<file path="src/hw/fms_map.svh">
// Purpose: Offsets-free constant map for the flyback mode sequencer: timing and fault counts.
// Assumes: mclk period given by FMS_CLK_NS; all times below are in nanoseconds.
// Notes:   Least times round up to whole cycles, longest times round down.
`ifndef FMS_MAP_SVH
`define FMS_MAP_SVH

`define FMS_CLK_NS          10
`define FMS_TBLANK_QR_NS    6200
`define FMS_TBLANK_VS_NS    38000
`define FMS_TFORCE_NS       6000
`define FMS_TON_MAX_NS      20000
`define FMS_TSU_NS          20000000
`define FMS_FAULT_CYCLES    4
`define FMS_CYC_UP(ns)      ((((ns) + `FMS_CLK_NS - 1) / `FMS_CLK_NS) < 1 ? 1 : \
	(((ns) + `FMS_CLK_NS - 1) / `FMS_CLK_NS))
`define FMS_CYC_DN(ns)      (((ns) / `FMS_CLK_NS) < 1 ? 1 : ((ns) / `FMS_CLK_NS))

`endif

</file>
<file path="src/hw/fms_pkg.sv">
// Purpose: Types shared by the flyback mode sequencer.
// Assumes: Nothing beyond the constant map.
// Notes:   Sense bits are raw comparator decisions, asynchronous to mclk.
`default_nettype none

package fms_pkg;
	typedef enum logic [2:0] {ST_IDLE, ST_CHARGE, ST_SOFT, ST_ACTIVE, ST_STOP} fms_state_t;
	typedef enum logic [1:0] {GP_OFF, GP_ON, GP_BLANK, GP_WAIT} fms_phase_t;
	typedef enum logic [1:0] {MD_NONE, MD_QR, MD_VALLEY, MD_BURST} fms_mode_t;
	typedef struct packed {
		logic hvAbove;
		logic vddOn;
		logic vddAboveOff;
		logic vddAboveRestart;
		logic fbInRange;
		logic fbAboveFreqRed;
		logic fbAboveBurst;
		logic zcdArm;
		logic zcdTrig;
		logic peakTrip;
		logic ovpCmp;
		logic uvpCmp;
		logic ocpFault;
		logic otpFault;
		logic latchVariant;
	} fms_sense_t;
endpackage : fms_pkg

`default_nettype wire

</file>
<file path="src/hw/fms_flyback_mode_sequencer.sv">
// Purpose: Start-up, operating-mode and fault sequencer of a quasi-resonant flyback controller.
// Assumes: All sense inputs are comparator outputs from outside the mclk domain.
// Notes:   Sense inputs and the reset release each pass two flops before use.
// Function
// - Input above start threshold enables the high-voltage start-up source.
// - Supply above turn-on disables start-up source and starts gate switching.
// - Start-up begins in constant-current operation, giving soft start.
// - Leave start-up for active operation once feedback reaches regulating range.
// - Undervoltage fault detection is suppressed throughout the soft-start period.
// - Undervoltage fault only after four consecutive low switching cycles.
// - Heavy load: turn-on follows the negative demagnetization edge unless the FORCE timeout expires first.
// - Medium or light load: longer blanking moves turn-on to later valleys.
// - Very light load: bursts at fixed peak separated by idle intervals.
// - Any fault or supply below turn-off stops switching, then restarts.
// - Auto-restart clears fault when supply drops below restart threshold.
// - Only overvoltage may be latched, by variant; other faults auto-restart.
// - Latched overvoltage waits for input below start and supply below restart.
// - Overvoltage fault only after four consecutive high switching cycles.
`include "fms_map.svh"
`default_nettype none

module fms_flyback_mode_sequencer #(
	parameter int unsigned SOFT_START_CYC = `FMS_CYC_UP(`FMS_TSU_NS)
) (
	input  wire logic               mclk,
	input  wire logic               rst_b,
	input  wire logic               ce,
	input  wire fms_pkg::fms_sense_t senseRaw,
	output var  logic               hvSourceEn,
	output var  logic               gateDrive,
	output var  logic               ccSoftStart,
	output var  fms_pkg::fms_mode_t activeMode,
	output var  fms_pkg::fms_state_t seqState,
	output var  logic               ovpFault,
	output var  logic               uvpFault
);

	localparam int unsigned SSW = $clog2(SOFT_START_CYC + 1);
	localparam logic [15:0] TON_MAX  = 16'(`FMS_CYC_DN(`FMS_TON_MAX_NS));
	localparam logic [15:0] BLANK_QR = 16'(`FMS_CYC_UP(`FMS_TBLANK_QR_NS));
	localparam logic [15:0] BLANK_VS = 16'(`FMS_CYC_UP(`FMS_TBLANK_VS_NS));
	localparam logic [15:0] FORCE    = 16'(`FMS_CYC_UP(`FMS_TFORCE_NS));
	localparam logic [2:0]  NFAULT   = 3'(`FMS_FAULT_CYCLES);
	localparam logic [SSW-1:0] SS_END = SSW'(SOFT_START_CYC);

	////////////////////////////////////////////////////////////////////////////
	// Reset release and input synchronisers.

	logic                rstMetaN_q;
	logic                rstSyncN_q;
	fms_pkg::fms_sense_t senseMeta_q;
	fms_pkg::fms_sense_t sense_q;
	logic                trigPrev_q;

	always_ff @(posedge mclk or negedge rst_b) begin
		if (!rst_b) begin
			rstMetaN_q <= 1'b0;
			rstSyncN_q <= 1'b0;
		end else begin
			rstMetaN_q <= 1'b1;
			rstSyncN_q <= rstMetaN_q;
		end
	end

	always_ff @(posedge mclk or negedge rstSyncN_q) begin
		if (!rstSyncN_q) begin
			senseMeta_q <= '0;
			sense_q     <= '0;
			trigPrev_q  <= 1'b0;
		end else if (ce) begin
			senseMeta_q <= senseRaw;
			sense_q     <= senseMeta_q;
			trigPrev_q  <= sense_q.zcdTrig;
		end
	end

	////////////////////////////////////////////////////////////////////////////
	// Sequencer state.

	fms_pkg::fms_state_t state_q, state_d;
	fms_pkg::fms_phase_t phase_q, phase_d;
	fms_pkg::fms_mode_t  mode_q, mode_d;
	logic [15:0]         cnt_q, cnt_d;
	logic [SSW-1:0]      ssCnt_q, ssCnt_d;
	logic [2:0]          ovpCnt_q, ovpCnt_d;
	logic [2:0]          uvpCnt_q, uvpCnt_d;
	logic                armed_q, armed_d;
	logic                gate_q, gate_d;
	logic                hvEn_q, hvEn_d;
	logic                cc_q, cc_d;
	logic                ovpF_q, ovpF_d;
	logic                uvpF_q, uvpF_d;
	logic                othF_q, othF_d;
	logic                latchVar_q, latchVar_d;
	logic                running;
	logic                stopNow;
	logic                ssDone;
	logic                trigEdge;
	logic                burstIdle;
	logic [15:0]         blankLim;

	// A stuck comparator saturates the count instead of wrapping past the limit.
	function automatic logic [2:0] countFault(input logic hit, input logic [2:0] c);
		if (!hit)
			return 3'h0;
		return (c == NFAULT) ? c : c + 3'h1;
	endfunction : countFault

	function automatic fms_pkg::fms_mode_t pickMode(input fms_pkg::fms_sense_t s);
		if (s.fbAboveFreqRed)
			return fms_pkg::MD_QR;
		if (s.fbAboveBurst)
			return fms_pkg::MD_VALLEY;
		return fms_pkg::MD_BURST;
	endfunction : pickMode

	always_comb begin
		state_d    = state_q;
		phase_d    = phase_q;
		cnt_d      = cnt_q;
		ssCnt_d    = ssCnt_q;
		ovpCnt_d   = ovpCnt_q;
		uvpCnt_d   = uvpCnt_q;
		armed_d    = armed_q;
		gate_d     = gate_q;
		ovpF_d     = ovpF_q;
		uvpF_d     = uvpF_q;
		othF_d     = othF_q;
		latchVar_d = latchVar_q;
		running    = (state_q == fms_pkg::ST_SOFT) || (state_q == fms_pkg::ST_ACTIVE);
		ssDone     = (ssCnt_q == SS_END);
		trigEdge   = sense_q.zcdTrig && !trigPrev_q;
		burstIdle  = (mode_q == fms_pkg::MD_BURST) && !sense_q.fbAboveBurst;
		// Long blanking outside heavy load is what skips to later valleys.
		blankLim   = (mode_q == fms_pkg::MD_VALLEY || mode_q == fms_pkg::MD_BURST) ?
			BLANK_VS : BLANK_QR;
		stopNow    = running && (ovpF_q || uvpF_q || othF_q || !sense_q.vddAboveOff);

		case (state_q)
			fms_pkg::ST_IDLE: begin
				// The variant strap is only re-read while nothing switches.
				latchVar_d = sense_q.latchVariant;
				if (sense_q.hvAbove)
					state_d = fms_pkg::ST_CHARGE;
			end
			fms_pkg::ST_CHARGE: begin
				if (!sense_q.hvAbove)
					state_d = fms_pkg::ST_IDLE;
				else if (sense_q.vddOn) begin
					state_d = fms_pkg::ST_SOFT;
					phase_d = fms_pkg::GP_OFF;
				end
			end
			fms_pkg::ST_SOFT, fms_pkg::ST_ACTIVE: begin
				if (state_q == fms_pkg::ST_SOFT && sense_q.fbInRange)
					state_d = fms_pkg::ST_ACTIVE;
				if (!ssDone)
					ssCnt_d = ssCnt_q + 1'b1;
				if (sense_q.ocpFault || sense_q.otpFault)
					othF_d = 1'b1;
				cnt_d = cnt_q + 16'h1;
				case (phase_q)
					fms_pkg::GP_ON: begin
						if (sense_q.peakTrip || cnt_q >= TON_MAX - 16'h1) begin
							gate_d  = 1'b0;
							phase_d = fms_pkg::GP_BLANK;
							cnt_d   = 16'h0;
							armed_d = 1'b0;
						end
					end
					fms_pkg::GP_BLANK: begin
						// Edges here are leakage ringing and must not trigger.
						if (sense_q.zcdArm)
							armed_d = 1'b1;
						if (cnt_q >= blankLim - 16'h1) begin
							phase_d = fms_pkg::GP_WAIT;
							cnt_d   = 16'h0;
						end
					end
					fms_pkg::GP_WAIT: begin
						if (sense_q.zcdArm)
							armed_d = 1'b1;
						if ((armed_q && trigEdge) || cnt_q >= FORCE - 16'h1) begin
							phase_d = fms_pkg::GP_OFF;
							cnt_d   = 16'h0;
						end
					end
					default: begin
						cnt_d = 16'h0;
					end
				endcase
				// Turn-on is the single overvoltage and undervoltage sampling point of each cycle.
				if (phase_q == fms_pkg::GP_OFF && !burstIdle && !stopNow) begin
					ovpCnt_d = countFault(sense_q.ovpCmp, ovpCnt_q);
					uvpCnt_d = countFault(sense_q.uvpCmp && ssDone, uvpCnt_q);
					if (ovpCnt_d == NFAULT)
						ovpF_d = 1'b1;
					if (uvpCnt_d == NFAULT)
						uvpF_d = 1'b1;
					if (!ovpF_d && !uvpF_d) begin
						gate_d  = 1'b1;
						phase_d = fms_pkg::GP_ON;
						cnt_d   = 16'h0;
					end
				end
				if (stopNow) begin
					state_d = fms_pkg::ST_STOP;
					gate_d  = 1'b0;
					phase_d = fms_pkg::GP_OFF;
				end
			end
			fms_pkg::ST_STOP: begin
				if (ovpF_q && latchVar_q) begin
					if (!sense_q.hvAbove && !sense_q.vddAboveRestart)
						state_d = fms_pkg::ST_IDLE;
				end else if (ovpF_q || uvpF_q || othF_q) begin
					if (!sense_q.vddAboveRestart)
						state_d = fms_pkg::ST_IDLE;
				end else
					state_d = fms_pkg::ST_IDLE;
				if (state_d == fms_pkg::ST_IDLE) begin
					ovpF_d = 1'b0;
					uvpF_d = 1'b0;
					othF_d = 1'b0;
				end
			end
			default: begin
				state_d = fms_pkg::ST_IDLE;
			end
		endcase

		if (state_d != fms_pkg::ST_SOFT && state_d != fms_pkg::ST_ACTIVE) begin
			ssCnt_d  = '0;
			ovpCnt_d = 3'h0;
			uvpCnt_d = 3'h0;
			gate_d   = 1'b0;
			cnt_d    = 16'h0;
			phase_d  = fms_pkg::GP_OFF;
		end
		hvEn_d = (state_d == fms_pkg::ST_CHARGE);
		cc_d   = (state_d == fms_pkg::ST_SOFT);
		mode_d = (state_d == fms_pkg::ST_ACTIVE) ? pickMode(sense_q) : fms_pkg::MD_NONE;
	end

	always_ff @(posedge mclk or negedge rstSyncN_q) begin
		if (!rstSyncN_q) begin
			state_q    <= fms_pkg::ST_IDLE;
			phase_q    <= fms_pkg::GP_OFF;
			mode_q     <= fms_pkg::MD_NONE;
			cnt_q      <= 16'h0;
			ssCnt_q    <= '0;
			ovpCnt_q   <= 3'h0;
			uvpCnt_q   <= 3'h0;
			armed_q    <= 1'b0;
			gate_q     <= 1'b0;
			hvEn_q     <= 1'b0;
			cc_q       <= 1'b0;
			ovpF_q     <= 1'b0;
			uvpF_q     <= 1'b0;
			othF_q     <= 1'b0;
			latchVar_q <= 1'b0;
		end else if (ce) begin
			state_q    <= state_d;
			phase_q    <= phase_d;
			mode_q     <= mode_d;
			cnt_q      <= cnt_d;
			ssCnt_q    <= ssCnt_d;
			ovpCnt_q   <= ovpCnt_d;
			uvpCnt_q   <= uvpCnt_d;
			armed_q    <= armed_d;
			gate_q     <= gate_d;
			hvEn_q     <= hvEn_d;
			cc_q       <= cc_d;
			ovpF_q     <= ovpF_d;
			uvpF_q     <= uvpF_d;
			othF_q     <= othF_d;
			latchVar_q <= latchVar_d;
		end
	end

	assign hvSourceEn  = hvEn_q;
	assign gateDrive   = gate_q;
	assign ccSoftStart = cc_q;
	assign activeMode  = mode_q;
	assign seqState    = state_q;
	assign ovpFault    = ovpF_q;
	assign uvpFault    = uvpF_q;
endmodule : fms_flyback_mode_sequencer

`default_nettype wire

</file>
<file path="config.mk">
export PLATFORM = sky130hd
export DESIGN_NAME = fms_flyback_mode_sequencer
export DESIGN_NICKNAME = d
export VERILOG_FILES = /design/src/hw/fms_pkg.sv /design/src/hw/fms_flyback_mode_sequencer.sv
export VERILOG_INCLUDE_DIRS = /design/src /design/src/hw
export SDC_FILE = /design/constraint.sdc
export NUM_CORES = 1
export LEC_CHECK = 0
export BUFFER_PORTS_ARGS = -buffer_cell sky130_fd_sc_hd__buf_2
export CORE_MARGIN = 4
export CORE_UTILIZATION = 53
export CTS_BUF_LIST = sky130_fd_sc_hd__clkbuf_4 sky130_fd_sc_hd__clkbuf_8 sky130_fd_sc_hd__clkbuf_16
export DETAILED_ROUTE_END_ITERATION = 8
export GPL_TIMING_DRIVEN = 1
export PLACE_DENSITY = 0.77
export SYNTH_ARGS = -nofsm -noshare
export SYNTH_HDL_FRONTEND = slang
export SYNTH_SLANG_ARGS = --single-unit
</file>
<file path="constraint.sdc">
create_clock -name mclk -period 3.7 [get_ports mclk]
set_input_delay 0.37 -clock mclk [delete_from_list [all_inputs] [get_ports mclk]]
set_output_delay 0.37 -clock mclk [all_outputs]
set_load 0.01 [all_outputs]
</file>
==> run_results.csv, run 1 <==
group,metric,value,unit
grt,grt_max_degree,75,
place,place.gp.congestion,0.9130,
cells_and_area,layout.cells.non_filler,594,
grt,antenna_found_initial,0,
setup_path,crit_arrival,3040,ps
floorplan,rows,33,
yosys,synth_ff_type,"dfrtp_1",
cts,clock-sinks,91,
grt,overflow,0,
yosys,synth_common_cells,"dfrtp_1, nor2_1, nand2_1",
cells_and_area,antenna_cells,0,
setup_path,rr_worst_depth,7,
yosys,synthesis.nets,488,
cts,clkLatencyLatePin,350,ps
timing,finalCritPeriodShare,74.82,%
cts,postCtsSetupBuffers,0,
cells_and_area,nets,513,
cells_and_area,final_util,60.73,%
hold_path,min-delay-start,"senseRaw[1]",
floorplan,initial_utilization,55.58,%
detailed_routing,routed_via_density,6.109,
detailed_routing,detail-route-antenna-nets,0,
detailed_routing,wl_per_cell,16.13,µm
setup_path,crit_type,"register to register",
detailed_routing,drt_iter0_drc,279,
yosys,synthArstFlopShare,100.0,%
yosys,ys_types,63,
timing,slew_viol_final,0,
timing,min_period,2768,ps
cts,numCtsBuffers,9,
yosys,synth_edf_count,0,
place,portBuffers,27,
timing,fmax,0.3612,GHz
yosys,yosys_warnings,0,
grt,grt_usage,19.73,%
hold_path,holdPathEnd,"senseMeta_q[1]$_DFFE_PN0P_",
floorplan,die_x,101.8,µm
yosys,ys_seq_area_share,48.89,%
cells_and_area,syn_to_final_growth,9.267,%
setup_path,rr_startpoint,"cnt_q[0]$_DFFE_PN0P_",
timing,setup_viol,0,
cts,cts_tree,"built",
pwr,pwr_density_cell,436.4,mW/mm²
detailed_routing,first_pass_iters,4,
timing,fin_setup_tns,0,ps
floorplan,io_pins,28,
yosys,syn-cell-area,0.004658,mm²
timing,rsz0062_at_grt,"false",
place,placedCellCount,577,
place,dp_hpwl,6633,µm
detailed_routing,routed_wl,9584,µm
detailed_routing,via_count,3629,
hold_path,hold-path-cell-count,2,
run,drv_cap,0,
run_status,outcome,"finished, final reports clean",
hold_path,worstHoldPathType,"input port to register",
setup_path,critPathCaptureType,"register",
setup_path,cp_max_fo,15,
timing,whs,242.4,ps
setup_path,worstReg2RegEnd,"cnt_q[3]$_DFFE_PN0P_",
floorplan,dieArea,0.01035,mm²
yosys,synth_top_area_cell,"dfrtp_1",
pwr,p_leak,2.190,nW
timing,fin_skew,11.96,ps
cts,clkTransAtPathRegs,90,ps
grt,grt_pass1_wl,16390,µm
cells_and_area,drive_gt1_share,19.84,%
floorplan,coreArea,0.008382,mm²
timing,hold_viol,0,
yosys,yosysMostFrequentCell,"dfrtp_1",
timing,worst_pin_slew,934.8,ps
cts,cts-root-buf,"clkbuf_8",
yosys,ys_seq_elements,91,
floorplan,die_height,101.8,µm
yosys,synth.area.top_cells,"dfrtp_1, mux2_2, a21oi_1, nor2_1, ha_1",
detailed_routing,route.detailed.drc,0,
setup_path,start_kind,"register",
cts,cts_buffer_depth,2,
grt,grt_pass1_vias,3475,
setup_path,reg2reg_setup_slack,930,ps
setup_path,cp.required,3980,ps
yosys,syn_inst,459,
yosys,synth_area_per_cell,10.15,µm²
cts,htreeDepth,3,
timing,relSlewSlack,37.68,%
yosys,yosys.area.top_type_share,48.89,%
pwr,vdd_drop_max,0.3937,mV
cells_and_area,nFillCells,676,
[worst max-delay path by stage]
| stage | to | slack, ps | start | cells after the start |
|---|---|---|---|---|
| final | cnt_q[3]$_DFFE_PN0P_ | 930 | cnt_q[0]$_DFFE_PN0P_ | 7 |
| after global routing | cnt_q[8]$_DFFE_PN0P_ | 710 | cnt_q[0]$_DFFE_PN0P_ | 7 |
| after CTS | cnt_q[3]$_DFFE_PN0P_ | 960 | cnt_q[0]$_DFFE_PN0P_ | 7 |
| after detailed placement | cnt_q[3]$_DFFE_PN0P_ | 1010 | cnt_q[0]$_DFFE_PN0P_ | 7 |
| after global placement | cnt_q[3]$_DFFE_PN0P_ | 1120 | cnt_q[0]$_DFFE_PN0P_ | 7 |
| after floorplan | activeMode[0]$_DFFE_PN0P_ | 980 | rstSyncN_q$_DFF_PN0_ | 0 |
[where the power goes]
group | switching (mW) | internal [mW] | total [mW]
Clock | 0.365 | 0.396 | 0.761
Sequential | 0.0822 | 1.07 | 1.16
Combinational | 0.167 | 0.137 | 0.304
Total | 0.614 | 1.61 | 2.22
[area by class of cell]
cell class	instances	area (µm²)	share of cell area (%)
sequential	91	2281	44.81
clock buffer	10	131.4	2.581
tap	105	131.4	2.581
inverter	14	52.55	1.032
timing repair buffer	34	190.2	3.736
clock inverter	6	93.84	1.844
multi-input combinational	334	2210	43.41
[flip-flops by register name, indices dropped and copies added, names as in the netlist, 2 cells and up]
register,count
activeMode,2
senseMeta_q,15
seqState,3
cnt_q,16
ssCnt_q,21
sense_q,15
uvpCnt_q,3
phase_q,2
ovpCnt_q,3
[logic make-up (layout without fill, tap and decap cells)]
kind of cell / Yosys count / in the layout / synth area share (%)
flip-flops: 91 / 91 / 48.89
other: 1 / 1 / 0.08050
multiplexers: 34 / 34 / 8.192
AND/OR/NAND/NOR: 169 / 169 / 19.37
XOR/XNOR: 14 / 14 / 2.632
AO/OA/AOI/OAI: 105 / 105 / 14.21
adder cells (fa/ha/maj): 11 / 11 / 2.955
buffers and inverters: 34 / 64 / 3.680
[stage by stage]
stage / cell area [µm²] / power (mW) / setup slack [ps]
3_3_place_gp: 4855 / 1.464 / 1120
4_1_cts: 5090 / 2.232 / 955.7
5_1_grt: 5090 / 2.320 / 705.3
2_1_floorplan: 4658 / 1.372 / 977.6
6_report: 5090 / 2.221 / 931.8
3_5_place_dp: 4855 / 1.478 / 1009
[worst max-delay path, stage by stage, from the launching register on]
cell and delay, ps:
dfrtp_1 420, ha_1 260, a21oi_1 200, o221ai_1 170, or4_4 570, a211oi_4 580, nor2_1 260, o211ai_1 220
[timing repair]
item / in CTS / in global routing
hold endpoints to repair: 2 / 0
hold buffers: 1 / 0
gates resized for setup: 0 / 0
[metal layers]
| layer | part of all wire [%] | track usage, % | wire length (µm) | vias to the layer above |
|---|---|---|---|---|
| met4 | 1.8 | 7.362 | 169 | 0 |
| met3 | 3.6 | 2.686 | 348 | 15 |
| met5 | 0 | 0 | 0 | - |
| met1 | 47 | 27.00 | 4473 | 1798 |
| li1 | - | - | - | 1730 |
| met2 | 48 | 32.19 | 4593 | 86 |
[placed cells by master, fill, tap and decap left out, types with 7 or more instances in the layout]
cell type,n
a21oi_1,31
and3_1,9
buf_2,27
clkbuf_8,9
dfrtp_1,90
ha_1,11
inv_1,14
mux2_2,33
nand2_1,35
nand3_1,24
nand4_1,10
nor2_1,39
nor3_1,7
o211ai_1,8
o21ai_0,27
xor2_1,11
(Power assumes the default switching activity.)
==> run 2, diff against run 1 <==
--- a/config.mk
+++ b/config.mk
@@ -12,7 +12,7 @@
 export CTS_BUF_LIST = sky130_fd_sc_hd__clkbuf_4 sky130_fd_sc_hd__clkbuf_8 sky130_fd_sc_hd__clkbuf_16
 export DETAILED_ROUTE_END_ITERATION = 8
 export GPL_TIMING_DRIVEN = 1
-export PLACE_DENSITY = 0.77
+export PLACE_DENSITY = 0.8
 export SYNTH_ARGS = -nofsm -noshare
 export SYNTH_HDL_FRONTEND = slang
 export SYNTH_SLANG_ARGS = --single-unit
==> constraint.sdc (replaced) <==
create_clock -name mclk -period 2.4 [get_ports mclk]
set_input_delay 0.24 -clock mclk [delete_from_list [all_inputs] [get_ports mclk]]
set_output_delay 0.24 -clock mclk [all_outputs]
set_load 0.01 [all_outputs]
==> run 2 against run 1 <==
  * Global-route usage increased by 0.53 points
  * Fmax increased by 17%
  * Worst setup slack got worse by 890 ps
  * Power increased by 55%
  * Flip-flop and latch count unchanged
  * Combinational power increased by 75%
  * Clock skew decreased by 0.58 ps
  * First-iteration DRC count decreased by 19%
  * Largest cell class unchanged
==> run_results.csv, run 2 (synthesis gave the netlist of run 1 again) <==
group,metric,value,unit
run_status,outcome,"finished, final reports clean",
setup_path,cp-endpoint,"uvpCnt_q[0]$_DFFE_PN0P_",
cts,numCtsBuffers,9,
cells_and_area,top_regs,"ssCnt_q x21, cnt_q x16",
detailed_routing,routed_wl,9959,µm
grt,antenna_found_initial,0,
setup_path,critPathCaptureType,"register",
grt,grt_max_degree,62,
detailed_routing,via_count,3711,
setup_path,cp_max_fo,7,
cts,clkLatencyLatePin,350,ps
cells_and_area,nets,530,
floorplan,die_x,101.8,µm
setup_path,start_kind,"register",
cts,cts-root-buf,"clkbuf_8",
floorplan,coreArea,0.008382,mm²
place,place.gp.congestion,0.9128,
cts,cts_tree,"built",
grt,grt_pass1_wl,16730,µm
hold_path,hold-path-cell-count,2,
place,portBuffers,27,
timing,min_period,2359,ps
setup_path,worstReg2RegEnd,"uvpCnt_q[0]$_DFFE_PN0P_",
setup_path,reg2reg_setup_slack,40,ps
detailed_routing,wl_per_cell,16.30,µm
setup_path,crit_slowest_cell,"or4b_1",
place,dp_hpwl,7017,µm
timing,worst_pin_slew,526.1,ps
setup_path,worstSetupPathDepth,6,
setup_path,rr_startpoint,"uvpFault$_DFFE_PN0P_",
timing,finalCritPeriodShare,98.30,%
cells_and_area,layout.cells.non_filler,611,
cells_and_area,antenna_cells,0,
cells_and_area,largest_reg_flops,21,
detailed_routing,detail-route-antenna-nets,0,
timing,fin_setup_tns,0,ps
timing,hold_viol,0,
cells_and_area,final_cell_mix,"dfrtp_1, nor2_1, nand2_1, mux2_2, a21oi_1",
cells_and_area,drive_gt1_share,23.12,%
detailed_routing,route.detailed.drc,0,
detailed_routing,drt_iter0_drc,225,
setup_path,path_cells,"or4b_1 > nor4_1 > o21ai_2 > and4bb_2 > a31oi_1 > o21ai_0",
timing,relSlewSlack,64.60,%
timing,fmax,0.4239,GHz
grt,grt_usage,20.26,%
place,placedCellCount,593,
pwr,totalPowerFinal,3.446,mW
cells_and_area,layout_commonest_cell,"dfrtp_1",
setup_path,crit_buf_inv,0,
pwr,vdd_drop_max,0.5858,mV
setup_path,critPathTopFamily,"simple AND/OR/NAND/NOR gates",
cells_and_area,top_register,"ssCnt_q",
timing,rsz0062_at_grt,"false",
cts,clkTransAtPathRegs,90,ps
cts,htreeDepth,3,
setup_path,rr_worst_depth,6,
floorplan,die_height,101.8,µm
setup_path,crit_arrival,2640,ps
cells_and_area,syn_to_final_growth,12.70,%
timing,setup_viol,0,
cts,clock-sinks,91,
pwr,pwr_density_cell,656.5,mW/mm²
cts,cts_buffer_depth,2,
detailed_routing,first_pass_iters,5,
setup_path,crit_type,"register to register",
floorplan,rows,33,
floorplan,io_pins,28,
floorplan,dieArea,0.01035,mm²
timing,slew_viol_final,0,
pwr,p_leak,2.280,nW
floorplan,initial_utilization,55.58,%
grt,overflow,0,
detailed_routing,routed_via_density,6.074,
grt,grt_pass1_vias,3500,
setup_path,critPathLaunch,"uvpFault$_DFFE_PN0P_",
setup_path,slowest_delay,540,ps
setup_path,cp.required,2680,ps
timing,fin_skew,11.39,ps
hold_path,worstHoldPathType,"input port to register",
run,drv_cap,0,
==> run 2: layout make-up <==
| class | count | area, µm² |
|---|---|---|
| inverter | 14 | 52.55 |
| clock buffer | 10 | 131.4 |
| sequential | 91 | 2281 |
| tap | 105 | 131.4 |
| timing repair buffer | 51 | 342.8 |
| multi-input combinational | 334 | 2222 |
| fill | 626 | 3132 |
| clock inverter | 6 | 88.84 |
==> run 2: power by group <==
group	internal [mW]	switching, mW	leakage, nW	total [mW]
Combinational	0.236	0.294	0.991	0.531
Clock	0.601	0.552	0.106	1.15
Sequential	1.66	0.108	1.18	1.76
==> run 2: repair_timing <==
| item | CTS | global route |
|---|---|---|
| resized for setup | 1 | 5 |
| pin swaps | 0 | 1 |
| hold buffers | 1 | 0 |
| hold endpoints to repair | 2 | 0 |
| endpoints found under the setup margin | 13 | 12 |
| buffers inserted | 0 | 1 |
==> run 2: worst reg2reg max path: stages (launching register included) <==
cell and delay, ps:
dfrtp_1 390, or4b_1 540, nor4_1 520, o21ai_2 200, and4bb_2 410, a31oi_1 90
o21ai_0 150
==> run 2: how the worst min path moves through the flow <==
stage	start	endpoint	slack, ps
2_1_floorplan	rst_b	rstMetaN_q$_DFF_PN0_	-60
4_1_cts	senseRaw[3]	senseMeta_q[3]$_DFFE_PN0P_	100
3_5_place_dp	rst_b	rstMetaN_q$_DFF_PN0_	30
5_1_grt	senseRaw[3]	senseMeta_q[3]$_DFFE_PN0P_	100
6_report	senseRaw[3]	senseMeta_q[3]$_DFFE_PN0P_	110
3_3_place_gp	rst_b	rstMetaN_q$_DFF_PN0_	20
==> run 2: layer usage <==
layer	vias up	part of all wire [%]	routed length (µm)	track usage (%)
met5	-	0	0	0
met2	118	47	4663	31.19
li1	1759	-	-	-
met1	1811	45	4491	27.94
met3	23	5.4	534	4.614
met4	0	2.7	269	8.078
==> run 2: per-stage QoR <==
step / instance area (µm²) / hold slack [ps] / util [%] / setup slack (ps)
global placement: 5000 / 24.39 / 59.65 / 129.1
floorplan: 4659 / -55.59 / - / 197.0
detailed placement: 5000 / 25.76 / 59.65 / 14.82
finish: 5250 / 112.8 / 62.64 / 40.86
global route: 5250 / 95.81 / 62.64 / 13.96
CTS: 5230 / 103.7 / 62.40 / 43.57
==> run 3, diff against run 2 <==
--- a/config.mk
+++ b/config.mk
@@ -7,9 +7,8 @@
 export NUM_CORES = 1
 export LEC_CHECK = 0
 export BUFFER_PORTS_ARGS = -buffer_cell sky130_fd_sc_hd__buf_2
-export CORE_MARGIN = 4
+export CORE_MARGIN = 5
 export CORE_UTILIZATION = 53
-export CTS_BUF_LIST = sky130_fd_sc_hd__clkbuf_4 sky130_fd_sc_hd__clkbuf_8 sky130_fd_sc_hd__clkbuf_16
 export DETAILED_ROUTE_END_ITERATION = 8
 export GPL_TIMING_DRIVEN = 1
 export PLACE_DENSITY = 0.8
==> run 3 against run 2 <==
  * Die area up 4.0%
  * Register-to-register slack about the same
  * Critical endpoint is now cnt_q[5]$_DFFE_PN0P_
  * Clock power about the same
  * Worst hold slack worse by 12 ps
  * Largest power group unchanged
  * Fmax up 0.54%
  * Cell count up 1.5%
  * Cell area up 1.5%
  * Critical path depth up 1
  * Via count up 1.3%
  * Utilization down 0.96 points
==> run_results.csv, run 3 (synthesis gave the netlist of run 1 again) <==
group,metric,value,unit
cells_and_area,syn_to_final_growth,14.34,%
cells_and_area,fin_area,0.005326,mm²
pwr,p_leak,2.316,nW
setup_path,reg2reg_setup_slack,50,ps
cts,clkLatencyLatePin,360,ps
setup_path,rr_worst_depth,7,
pwr,pwr_density_cell,641.9,mW/mm²
detailed_routing,first_pass_iters,5,
setup_path,cp_max_fo,7,
cells_and_area,top_regs,"ssCnt_q x21, cnt_q x16",
hold_path,min-delay-start,"senseRaw[10]",
timing,setup_viol,0,
cells_and_area,layout.cells.non_filler,620,
timing,relSlewSlack,64.58,%
place,portBuffers,27,
timing,hold_viol,0,
floorplan,die_x,103.8,µm
cts,htreeDepth,3,
cells_and_area,layout_commonest_cell,"dfrtp_1",
run_status,outcome,"finished, final reports clean",
cells_and_area,largest_reg_flops,21,
place,placedCellCount,596,
timing,fin_skew,13.17,ps
setup_path,slowest_delay,570,ps
cts,clock-sinks,91,
setup_path,crit_top_cell,"or4_4",
setup_path,cp.required,2700,ps
timing,min_period,2346,ps
cells_and_area,drive_gt1_share,24.61,%
grt,grt_max_degree,80,
timing,setup_slack,53.56,ps
cells_and_area,final_util,61.68,%
cts,cts_buffer_depth,2,
setup_path,critPathCaptureType,"register",
detailed_routing,route.detailed.drc,0,
grt,grt_pass1_vias,3857,
setup_path,critPathTopFamily,"simple AND/OR/NAND/NOR gates",
pwr,totalPowerFinal,3.419,mW
setup_path,worstReg2RegEnd,"cnt_q[5]$_DFFE_PN0P_",
hold_path,worstHoldPathType,"input port to register",
hold_path,holdPathEnd,"senseMeta_q[10]$_DFFE_PN0P_",
place,place.gp.congestion,0.9018,
detailed_routing,drt_iter0_drc,246,
grt,grt_pass1_wl,17700,µm
detailed_routing,routed_wl,10370,µm
detailed_routing,wl_per_cell,16.72,µm
setup_path,crit_buf_inv,2,
detailed_routing,via_count,3758,
setup_path,path_cells,"or4_4 > or4_4 > a211oi_4 > buf_6 > buf_12 > o221ai_1 > nand3_1",
setup_path,start_kind,"register",
pwr,pwr-share-comb,15.7,%
detailed_routing,detail-route-antenna-nets,0,
pwr,swShare,29.10,%
grt,overflow,0,
pwr,p_switching,995.0,µW
setup_path,crit_arrival,2650,ps
cells_and_area,final_cell_mix,"dfrtp_1, nor2_1, nand2_1, mux2_2, a21oi_1",
cts,numCtsBuffers,9,
cells_and_area,nets,536,
timing,fmax,0.4262,GHz
cts,clkTransAtPathRegs,100,ps
pwr,internal_power,2.424,mW
floorplan,initial_utilization,53.94,%
cells_and_area,antenna_cells,0,
floorplan,coreArea,0.008636,mm²
place,postPlaceCellArea,0.005004,mm²
pwr,vdd_drop_max,0.5450,mV
floorplan,io_pins,28,
setup_path,crit_type,"register to register",
cts,cts_tree,"built",
pwr,seqPwrFrac,51.5,%
floorplan,rows,34,
setup_path,crit_slowest_cell,"or4_4",
setup_path,rr_startpoint,"cnt_q[14]$_DFFE_PN0P_",
cells_and_area,top_register,"ssCnt_q",
place,dp_hpwl,7169,µm
run,drv_cap,0,
place,dp_slack,51.06,ps
hold_path,hold-path-cell-count,2,
grt,antenna_found_initial,0,
pwr,p_clk_share,32.8,%
timing,finalCritPeriodShare,97.77,%
floorplan,dieArea,0.01076,mm²
detailed_routing,routed_via_density,6.061,
grt,grt_usage,19.30,%
timing,slew_viol_final,0,
timing,worst_pin_slew,529.4,ps
cts,cts-root-buf,"clkbuf_8",
floorplan,die_height,103.8,µm
run 3: cell count changes in the layout (fill, tap and decap cells not counted), sizes merged:
cell and delta:
buf +5, bufinv -1, clkbuf +1, clkinv -1, clkinvlp -1, inv +3
run 3: cell type report:
class | instances | area (µm²)
Clock buffer | 10 | 137.6
Clock inverter | 6 | 77.57
Fill cell | 653 | 3309
Inverter | 14 | 52.55
Multi-Input combinational cell | 334 | 2232
Sequential cell | 91 | 2282
Tap cell | 108 | 135.1
Timing Repair Buffer | 57 | 409.1
run 3: per-stage QoR:
step                      hold WS (ps)  TNS, ps
after CTS                        85.33        0
final                            100.3        0
after global placement           24.48        0
after global routing             93.90   -1.245
after floorplan                 -55.59        0
after detailed placement         30.42        0
run 3: how the worst max path moves through the flow:
stage               slack [ps]  cells after the start              endpoint             startpoint
floorplan                  200                      5  cnt_q[3]$_DFFE_PN0P_  cnt_q[15]$_DFFE_PN0P_
global placement            90                      8  cnt_q[1]$_DFFE_PN0P_   cnt_q[0]$_DFFE_PN0P_
detailed placement          50                      8  cnt_q[5]$_DFFE_PN0P_   cnt_q[0]$_DFFE_PN0P_
CTS                         40                      8  cnt_q[1]$_DFFE_PN0P_   cnt_q[0]$_DFFE_PN0P_
global route                -1                      7  cnt_q[3]$_DFFE_PN0P_  cnt_q[14]$_DFFE_PN0P_
finish                      50                      7  cnt_q[5]$_DFFE_PN0P_  cnt_q[14]$_DFFE_PN0P_
run 3: power by group through the flow:
stage	logic (mW)	clock network, mW	registers (mW)
final	0.537	1.12	1.76
after global routing	0.596	1.20	1.78
after CTS	0.537	1.14	1.76
after detailed placement	0.531	0	1.79
after global placement	0.508	0	1.78
after floorplan	0.328	0	1.79
run 3: repair_timing:
item / CTS / global route
setup endpoints to repair: 11 / 16
gates cloned: 0 / 1
resized for setup: 3 / 7
buffers inserted: 0 / 6
pin swaps: 1 / 6
hold buffers: 1 / 0
endpoints found under the hold margin: 2 / 0
run 3: metal layers:
metal,wire length [µm],GRT usage [%],vias up
met4,224,7.863,0
met3,544,3.980,26
met1,4354,24.43,1829
met5,0,0,-
li1,-,-,1773
met2,5242,32.24,130
